### src/verilog/bsg_regs.svh
/*
 * Register offsets, field positions, reset values and bus constants of
 * the bus shared GPIO ports.
 * Assumes inclusion by bare name from files under verilog/.
 */
`ifndef BSG_REGS_SVH
`define BSG_REGS_SVH

// ****************************************************************
// Register byte offsets on the AHB-Lite slave
// ****************************************************************
`define BSG_OFS_LOW_PINS 8'h00
`define BSG_OFS_LOW_LATCH 8'h04
`define BSG_OFS_LOW_DIR 8'h08
`define BSG_OFS_HIGH_PINS 8'h0c
`define BSG_OFS_HIGH_LATCH 8'h10
`define BSG_OFS_HIGH_DIR 8'h14
`define BSG_OFS_MEM_CTRL 8'h18

// ****************************************************************
// Memory bus control fields and reset values
// ****************************************************************
`define BSG_MCTL_EXT_BUS_DISABLE 7
`define BSG_MCTL_WMASK 8'hf3
`define BSG_MCTL_RST 8'h00
`define BSG_DIR_RST 8'hff
`define BSG_LATCH_POR 8'h00

// ****************************************************************
// AHB-Lite encodings
// ****************************************************************
`define BSG_HTRANS_NONSEQ 2'h2
`define BSG_HTRANS_ACTIVE_BIT 1

`endif
### src/verilog/bsg_pkg.sv
/*
 * Types shared by the bus shared GPIO port modules.
 * Assumes nothing beyond a SystemVerilog compiler.
 */
package bsg_pkg;

    typedef logic [7:0] bsg_byte_t;

    // State of one port pin stage
    typedef struct packed {
        bsg_byte_t pin_o;
        bsg_byte_t pin_oe;
        bsg_byte_t sync1;
        bsg_byte_t sync2;
    } bsg_port_s;

    // State of the register block and bus slave
    typedef struct packed {
        logic wr_pend;
        logic [7:0] wr_addr;
        bsg_byte_t mctl;
        bsg_byte_t dir_lo;
        bsg_byte_t lat_lo;
        bsg_byte_t dir_hi;
        bsg_byte_t lat_hi;
        logic [31:0] hrdata;
        logic [15:0] bus_rdata;
        logic hreadyout;
    } bsg_top_s;

endpackage

### src/verilog/bsg_port_if.sv
/*
 * Interface between the register block and one 8-bit port pin stage.
 * Assumes one clock domain on both sides.
 */
`timescale 1ns/10ps

interface bsg_port_if;
    logic [7:0] dir;
    logic [7:0] lat;
    logic gpio;
    logic [7:0] bus_dout;
    logic [7:0] bus_oe;
    logic [7:0] pin_sync;

    modport ctrl
    (
        output dir,
        output lat,
        output gpio,
        output bus_dout,
        output bus_oe,
        input pin_sync
    );

    modport port
    (
        input dir,
        input lat,
        input gpio,
        input bus_dout,
        input bus_oe,
        output pin_sync
    );
endinterface

### src/verilog/bsg_gpio.sv
/*
 * Two 8-bit bus shared GPIO ports with direction, latch and pin registers
 * behind an AHB-Lite slave, and the memory bus control register.
 * Assumes a single AHB-Lite master, an external bus controller on i_clk
 * supplying address/data, and i_por high during power-on/brown-out reset.
 */
// The AHB-Lite slave port and the placing of the registers were left to the implementer.
`timescale 1ns/10ps
`include "bsg_regs.svh"

module bsg_gpio
(
    input wire logic i_clk,
    input wire logic i_nrst,
    input wire logic i_por,
    input wire logic i_hsel,
    input wire logic [31:0] i_haddr,
    input wire logic [1:0] i_htrans,
    input wire logic i_hwrite,
    input wire logic [2:0] i_hsize,
    input wire logic i_hready,
    input wire logic [31:0] i_hwdata,
    output logic [31:0] o_hrdata,
    output logic o_hreadyout,
    output logic o_hresp,
    input wire logic i_bus_wide,
    input wire logic i_bus_ale,
    input wire logic [15:0] i_bus_addr,
    input wire logic [15:0] i_bus_wdata,
    input wire logic i_bus_data_oe,
    output logic [15:0] o_bus_rdata,
    output logic o_external_bus_disable,
    input wire logic [7:0] i_low_port_pin_n,
    output logic [7:0] o_low_port_pin_n,
    output logic [7:0] o_low_port_pin_n_oe,
    input wire logic [7:0] i_high_port_pin_n,
    output logic [7:0] o_high_port_pin_n,
    output logic [7:0] o_high_port_pin_n_oe
);
    import bsg_pkg::*;

    bsg_top_s st_reg;
    bsg_top_s st_next;
    logic acc;
    logic resp_reg;
    bsg_port_if lo_if ();
    bsg_port_if hi_if ();

    // ****************************************************************
    // Helper functions
    // ****************************************************************
    // Bus drive of one byte lane: {enable, data}
    function automatic logic [15:0] bus_lane(input logic hi,
        input logic wide, input logic ale, input logic [15:0] addr,
        input logic [15:0] wdata, input logic data_oe);
        logic [7:0] a;
        logic [7:0] d;
        a = hi ? addr[15:8] : addr[7:0];
        d = hi ? wdata[15:8] : wdata[7:0];
        if (!wide || ale)
        begin
            bus_lane = {8'hff, a};
        end
        else
        begin
            bus_lane = {{8{data_oe}}, d};
        end
    endfunction

    // Read mux; uses the next state so a write just before is seen
    function automatic logic [7:0] rd_val(input logic [7:0] a,
        input bsg_top_s s, input logic [7:0] plo, input logic [7:0] phi);
        if (a == `BSG_OFS_LOW_PINS)
        begin
            rd_val = plo;
        end
        else if (a == `BSG_OFS_LOW_LATCH)
        begin
            rd_val = s.lat_lo;
        end
        else if (a == `BSG_OFS_LOW_DIR)
        begin
            rd_val = s.dir_lo;
        end
        else if (a == `BSG_OFS_HIGH_PINS)
        begin
            rd_val = phi;
        end
        else if (a == `BSG_OFS_HIGH_LATCH)
        begin
            rd_val = s.lat_hi;
        end
        else if (a == `BSG_OFS_HIGH_DIR)
        begin
            rd_val = s.dir_hi;
        end
        else if (a == `BSG_OFS_MEM_CTRL)
        begin
            rd_val = s.mctl & `BSG_MCTL_WMASK;
        end
        else
        begin
            rd_val = 8'h00;
        end
    endfunction

    // ****************************************************************
    // AHB-Lite slave and registers
    // ****************************************************************
    assign acc = i_hsel && i_hready && i_htrans[`BSG_HTRANS_ACTIVE_BIT];

    // Data phase write first, then address phase capture
    always_comb
    begin
        st_next = st_reg;
        if (st_reg.wr_pend)
        begin
            if (st_reg.wr_addr == `BSG_OFS_LOW_PINS ||
                st_reg.wr_addr == `BSG_OFS_LOW_LATCH)
            begin
                st_next.lat_lo = i_hwdata[7:0];
            end
            else if (st_reg.wr_addr == `BSG_OFS_LOW_DIR)
            begin
                st_next.dir_lo = i_hwdata[7:0];
            end
            else if (st_reg.wr_addr == `BSG_OFS_HIGH_PINS ||
                st_reg.wr_addr == `BSG_OFS_HIGH_LATCH)
            begin
                st_next.lat_hi = i_hwdata[7:0];
            end
            else if (st_reg.wr_addr == `BSG_OFS_HIGH_DIR)
            begin
                st_next.dir_hi = i_hwdata[7:0];
            end
            else if (st_reg.wr_addr == `BSG_OFS_MEM_CTRL)
            begin
                st_next.mctl = i_hwdata[7:0] & `BSG_MCTL_WMASK;
            end
        end
        st_next.wr_pend = acc && i_hwrite;
        st_next.wr_addr = i_haddr[7:0];
        if (acc && !i_hwrite)
        begin
            st_next.hrdata = {24'h000000, rd_val(i_haddr[7:0], st_next,
                lo_if.pin_sync, hi_if.pin_sync)};
        end
        st_next.bus_rdata = {hi_if.pin_sync, lo_if.pin_sync};
        st_next.hreadyout = 1'b1;
    end

    // Latches survive all resets but power-on; directions always reset
    always_ff @(posedge i_clk)
    begin
        if (!i_nrst)
        begin
            st_reg.wr_pend <= 1'b0;
            st_reg.wr_addr <= 8'h00;
            st_reg.mctl <= `BSG_MCTL_RST;
            st_reg.dir_lo <= `BSG_DIR_RST;
            st_reg.dir_hi <= `BSG_DIR_RST;
            st_reg.hrdata <= 32'h00000000;
            st_reg.bus_rdata <= 16'h0000;
            st_reg.hreadyout <= 1'b1;
            if (i_por)
            begin
                st_reg.lat_lo <= `BSG_LATCH_POR;
                st_reg.lat_hi <= `BSG_LATCH_POR;
            end
            resp_reg <= 1'b0;
        end
        else
        begin
            st_reg <= st_next;
            resp_reg <= 1'b0;
        end
    end

    // ****************************************************************
    // Port stages
    // ****************************************************************
    // Both ports follow the one bus disable bit
    always_comb
    begin
        lo_if.gpio = st_reg.mctl[`BSG_MCTL_EXT_BUS_DISABLE];
        hi_if.gpio = st_reg.mctl[`BSG_MCTL_EXT_BUS_DISABLE];
        lo_if.dir = st_reg.dir_lo;
        lo_if.lat = st_reg.lat_lo;
        hi_if.dir = st_reg.dir_hi;
        hi_if.lat = st_reg.lat_hi;
        {lo_if.bus_oe, lo_if.bus_dout} = bus_lane(1'b0, i_bus_wide,
            i_bus_ale, i_bus_addr, i_bus_wdata, i_bus_data_oe);
        {hi_if.bus_oe, hi_if.bus_dout} = bus_lane(1'b1, i_bus_wide,
            i_bus_ale, i_bus_addr, i_bus_wdata, i_bus_data_oe);
    end

    bsg_port u_low
    (
        .i_clk(i_clk),
        .i_nrst(i_nrst),
        .ifc(lo_if.port),
        .i_pin(i_low_port_pin_n),
        .o_pin(o_low_port_pin_n),
        .o_pin_oe(o_low_port_pin_n_oe)
    );

    bsg_port u_high
    (
        .i_clk(i_clk),
        .i_nrst(i_nrst),
        .ifc(hi_if.port),
        .i_pin(i_high_port_pin_n),
        .o_pin(o_high_port_pin_n),
        .o_pin_oe(o_high_port_pin_n_oe)
    );

    assign o_hrdata = st_reg.hrdata;
    assign o_hreadyout = st_reg.hreadyout;
    assign o_hresp = resp_reg;
    assign o_bus_rdata = st_reg.bus_rdata;
    assign o_external_bus_disable = st_reg.mctl[`BSG_MCTL_EXT_BUS_DISABLE];
endmodule

### src/verilog/bsg_port.sv
/*
 * One 8-bit port pin stage: selects GPIO or system bus drive, registers
 * pin output and enable, and synchronises the pin levels.
 * Assumes the pins are asynchronous to i_clk.
 */
`timescale 1ns/10ps

module bsg_port
(
    input wire logic i_clk,
    input wire logic i_nrst,
    bsg_port_if.port ifc,
    input wire logic [7:0] i_pin,
    output logic [7:0] o_pin,
    output logic [7:0] o_pin_oe
);
    import bsg_pkg::*;

    bsg_port_s st_reg;
    bsg_port_s st_next;

    // ****************************************************************
    // Drive selection
    // ****************************************************************
    // Bus owns the pins unless GPIO mode; registers are left untouched
    always_comb
    begin
        st_next = st_reg;
        if (ifc.gpio)
        begin
            st_next.pin_oe = ~ifc.dir;
            st_next.pin_o = ifc.lat;
        end
        else
        begin
            st_next.pin_oe = ifc.bus_oe;
            st_next.pin_o = ifc.bus_dout;
        end
        st_next.sync1 = i_pin;
        st_next.sync2 = st_reg.sync1;
    end

    // Pins float during reset so nothing fights an external driver
    always_ff @(posedge i_clk)
    begin
        if (!i_nrst)
        begin
            st_reg <= '0;
        end
        else
        begin
            st_reg <= st_next;
        end
    end

    assign o_pin = st_reg.pin_o;
    assign o_pin_oe = st_reg.pin_oe;
    assign ifc.pin_sync = st_reg.sync2;
endmodule

### config.mk
export PLATFORM = sky130hd
export DESIGN_NAME = bsg_gpio
export DESIGN_NICKNAME = d
export VERILOG_FILES = /design/src/verilog/bsg_pkg.sv /design/src/verilog/bsg_port_if.sv /design/src/verilog/bsg_gpio.sv /design/src/verilog/bsg_port.sv
export VERILOG_INCLUDE_DIRS = /design/src /design/src/verilog
export SDC_FILE = /design/constraint.sdc
export NUM_CORES = 1
export LEC_CHECK = 0
export BUFFER_PORTS_ARGS = -buffer_cell sky130_fd_sc_hd__buf_2
export CAP_MARGIN = 20
export CELL_PAD_IN_SITES_DETAIL_PLACEMENT = 1
export CELL_PAD_IN_SITES_GLOBAL_PLACEMENT = 2
export CORE_ASPECT_RATIO = 0.9
export CORE_MARGIN = 2
export CORE_UTILIZATION = 32
export CTS_CLUSTER_SIZE = 40
export DETAILED_ROUTE_END_ITERATION = 8
export PLACE_DENSITY = 0.95
export SETUP_SLACK_MARGIN = 0.02
export SKIP_CTS_REPAIR_TIMING = 1
export SYNTH_ARGS = -nofsm -noshare
export SYNTH_HDL_FRONTEND = slang
export SYNTH_HIERARCHICAL = 1
export SYNTH_SLANG_ARGS = --single-unit
### constraint.sdc
create_clock -name i_clk -period 3.95 [get_ports i_clk]
set_clock_uncertainty 0.05 [all_clocks]
set_input_delay 0.79 -clock i_clk [delete_from_list [all_inputs] [get_ports i_clk]]
set_output_delay 0.79 -clock i_clk [all_outputs]
set_load 0.02 [all_outputs]
==> impl_metrics.tcl <==
set metrics [dict create \
    status "finished clean" \
    pwr_density_cell_mw_per_mm2 461.0 \
    path_buf_inv 1 \
    vias_per_cell 4.731 \
    place_inst 915 \
    tns_ns 0 \
    vias 4480 \
    die_w_um 147.7 \
    cts_buffers 17 \
    synthTopCellsByArea "dfxtp_1 40%, edfxtp_1 8.1%, mux2i_1 7.1%" \
    tritoncts "done" \
    synth.distinct_cells 55 \
    cp-end-kind "primary output" \
    grt_use_total_pct 16.23 \
    finalCritPeriodShare_pct 63.82 \
    fin_cells 947 \
    synth.avg_cell_area_um2 10.15 \
    cts_sinks 135 \
    tightest_slew_ns 0.9413 \
    async_reset_ff_share_pct 0 \
    synth_most_common_cell "dfxtp_1" \
    hold_violations 0 \
    setup.worst_path.start_class "flop" \
    die_h_um 133.4 \
    min_path_type "reg2reg" \
    period_minus_slack_ns 2.521 \
    worstPathRequired_ns 3.11 \
    ys.flop_type "dfxtp_1" \
    path_cells "buf_2" \
    drive_above_1_share_pct 29.34 \
    synth_area_leader_cell "dfxtp_1" \
    crit_slowest_cell "dfxtp_2" \
    drt_iter0_drc 289 \
    crit_path_max_fanout 50 \
    synthCells 586 \
    synth_edf_count 16 \
    io_buffers 130 \
    start_util_pct 32.54 \
    grt_pass1_wl_um 24460 \
    finalPower_w 0.003282 \
    cts_root_buf "clkbuf_16" \
    largest_reg_flops 16 \
    clkTransAtPathRegs_ns 0.06 \
    crit_type "reg2out" \
    synth_area_mm2 0.005951 \
    leakage_nw 3.169 \
    drt_first_pass_iters 4 \
    utilization_pct 38.93 \
    dp_hpwl_um 11810 \
    synthToLayoutAreaGrowth_pct 19.64 \
    synth_top_area_share_pct 40.03 \
    n_antenna_cell 0 \
    path_delay_family "flip-flops" \
    crit_arrival_ns 1.68 \
    synth_top_cells_by_count "119 x dfxtp_1, 53 x and2_1, 50 x buf_4, 42 x mux2i_1, 29 x nand2_1" \
    place_congestion 0.8617 \
    num_rows 47 \
    grt_pass1_vias 4459 \
    clockBufferDepth 2 \
    ant_nets 0 \
    drc 0 \
    slew_headroom_pct 37.25 \
    die_area_mm2 0.01970 \
    ir_worst_vdd_uv 335.8 \
    num_io_pins 209 \
    ys_warn_count 6 \
    rsz0062_at_grt "no" \
    ys_ff_latch 135 \
    clk_latency_ns 0.41 \
    overflow 0 \
    fmax_mhz 396.7 \
    drt_wl_total_um 15930 \
    drv_slew 0 \
    max-cap-violations 0 \
    htree_levels 4 \
    yosysSeqAreaShare_pct 48.11 \
    core-area_mm2 0.01829 \
    nets 815 \
    antenna_found_initial 0 \
    final-setup-viol-count 0 \
    cpPeakStageDelay_ns 0.94 \
    grt_max_degree 61 \
    post_drt_wl_per_cell_um 16.82 \
]
## worst register-to-register path: cells and delay by family, from the launching register on
family | cells | cell delay, ns
DFF | 1 | 0.35
and+or+nand+nor | 2 | 1.00
muxes | 1 | 0.43
AOI/OAI and AO/OA | 2 | 0.56
## final timing paths
path,startpoint,end,slack [ns],cells past startpoint
min,u_low/st_next[3],u_low/ifc.pin_sync[3],0.38,1
min reg2reg,u_low/st_next[3],u_low/ifc.pin_sync[3],0.38,1
max reg2reg,st_reg[90],o_hrdata[6],1.45,5
max,o_external_bus_disable,o_external_bus_disable,1.43,1
## report_power, final
part / internal, W / switching [W]
registers: 0.00145 / 0.0000353
clock network: 0.000963 / 0.000563
logic: 0.000104 / 0.000166
## cell type report
cell class | count | area [um2]
fillers | 2096 | 11170
flip-flops and latches | 135 | 2864
multi-input cells | 395 | 2660
repair buffers | 135 | 688.2
clock buffers | 25 | 515.5
well taps | 245 | 306.5
clock inverters | 7 | 66.31
inverters | 5 | 18.77
## metrics by stage
| step | hold WS (ns) | cell area [um2] | setup WS (ns) |
|---|---|---|---|
| 5_1_grt | 0.3926 | 7119 | 1.273 |
| 3_3_place_gp | 0.3638 | 6538 | 1.191 |
| 3_5_place_dp | 0.3710 | 6538 | 1.142 |
| 4_1_cts | 0.3796 | 7119 | 1.358 |
| 2_1_floorplan | 0.3619 | 6041 | 1.581 |
| 6_report | 0.3777 | 7119 | 1.429 |
## cell usage in the layout, fill, tap and decap left out, drive strengths merged, types with 4 or more instances in the layout
cell type  synthesis  final
buf               58    135
dfxtp            119    119
and2              54     54
mux2i             42     42
nand2             29     29
nand2b            27     27
conb               2     26
nor2              25     25
clkbuf            17     25
mux2              20     20
nand3             19     19
nor2b             19     19
a21oi             18     18
edfxtp            16     16
a21boi            16     16
o21ai             15     15
o221ai             9      9
or2b               8      8
nand4              7      7
or2                6      6
nor3               6      6
inv                5      5
o31ai              5      5
clkinv             0      5
a211oi             4      4
a211o              4      4
nor4               4      4
or4                4      4
or3                4      4
## logic make-up after synthesis
| group | synth area share, % |
|---|---|
| AND/OR/NAND/NOR | 22.41 |
| flip-flops | 48.11 |
| AO/OA/AOI/OAI | 9.756 |
| buffers and inverters | 8.747 |
| multiplexers | 10.85 |
| other | 0.1262 |
## metal layers
layer	wire, um	GRT usage [%]	part of all wire (%)
met1	7215	21.30	45
met2	7314	26.07	46
met3	1143	4.863	7.2
met4	253	4.434	1.6
met5	0	0	0
Note: power is estimated with default switching activity, not from simulation.
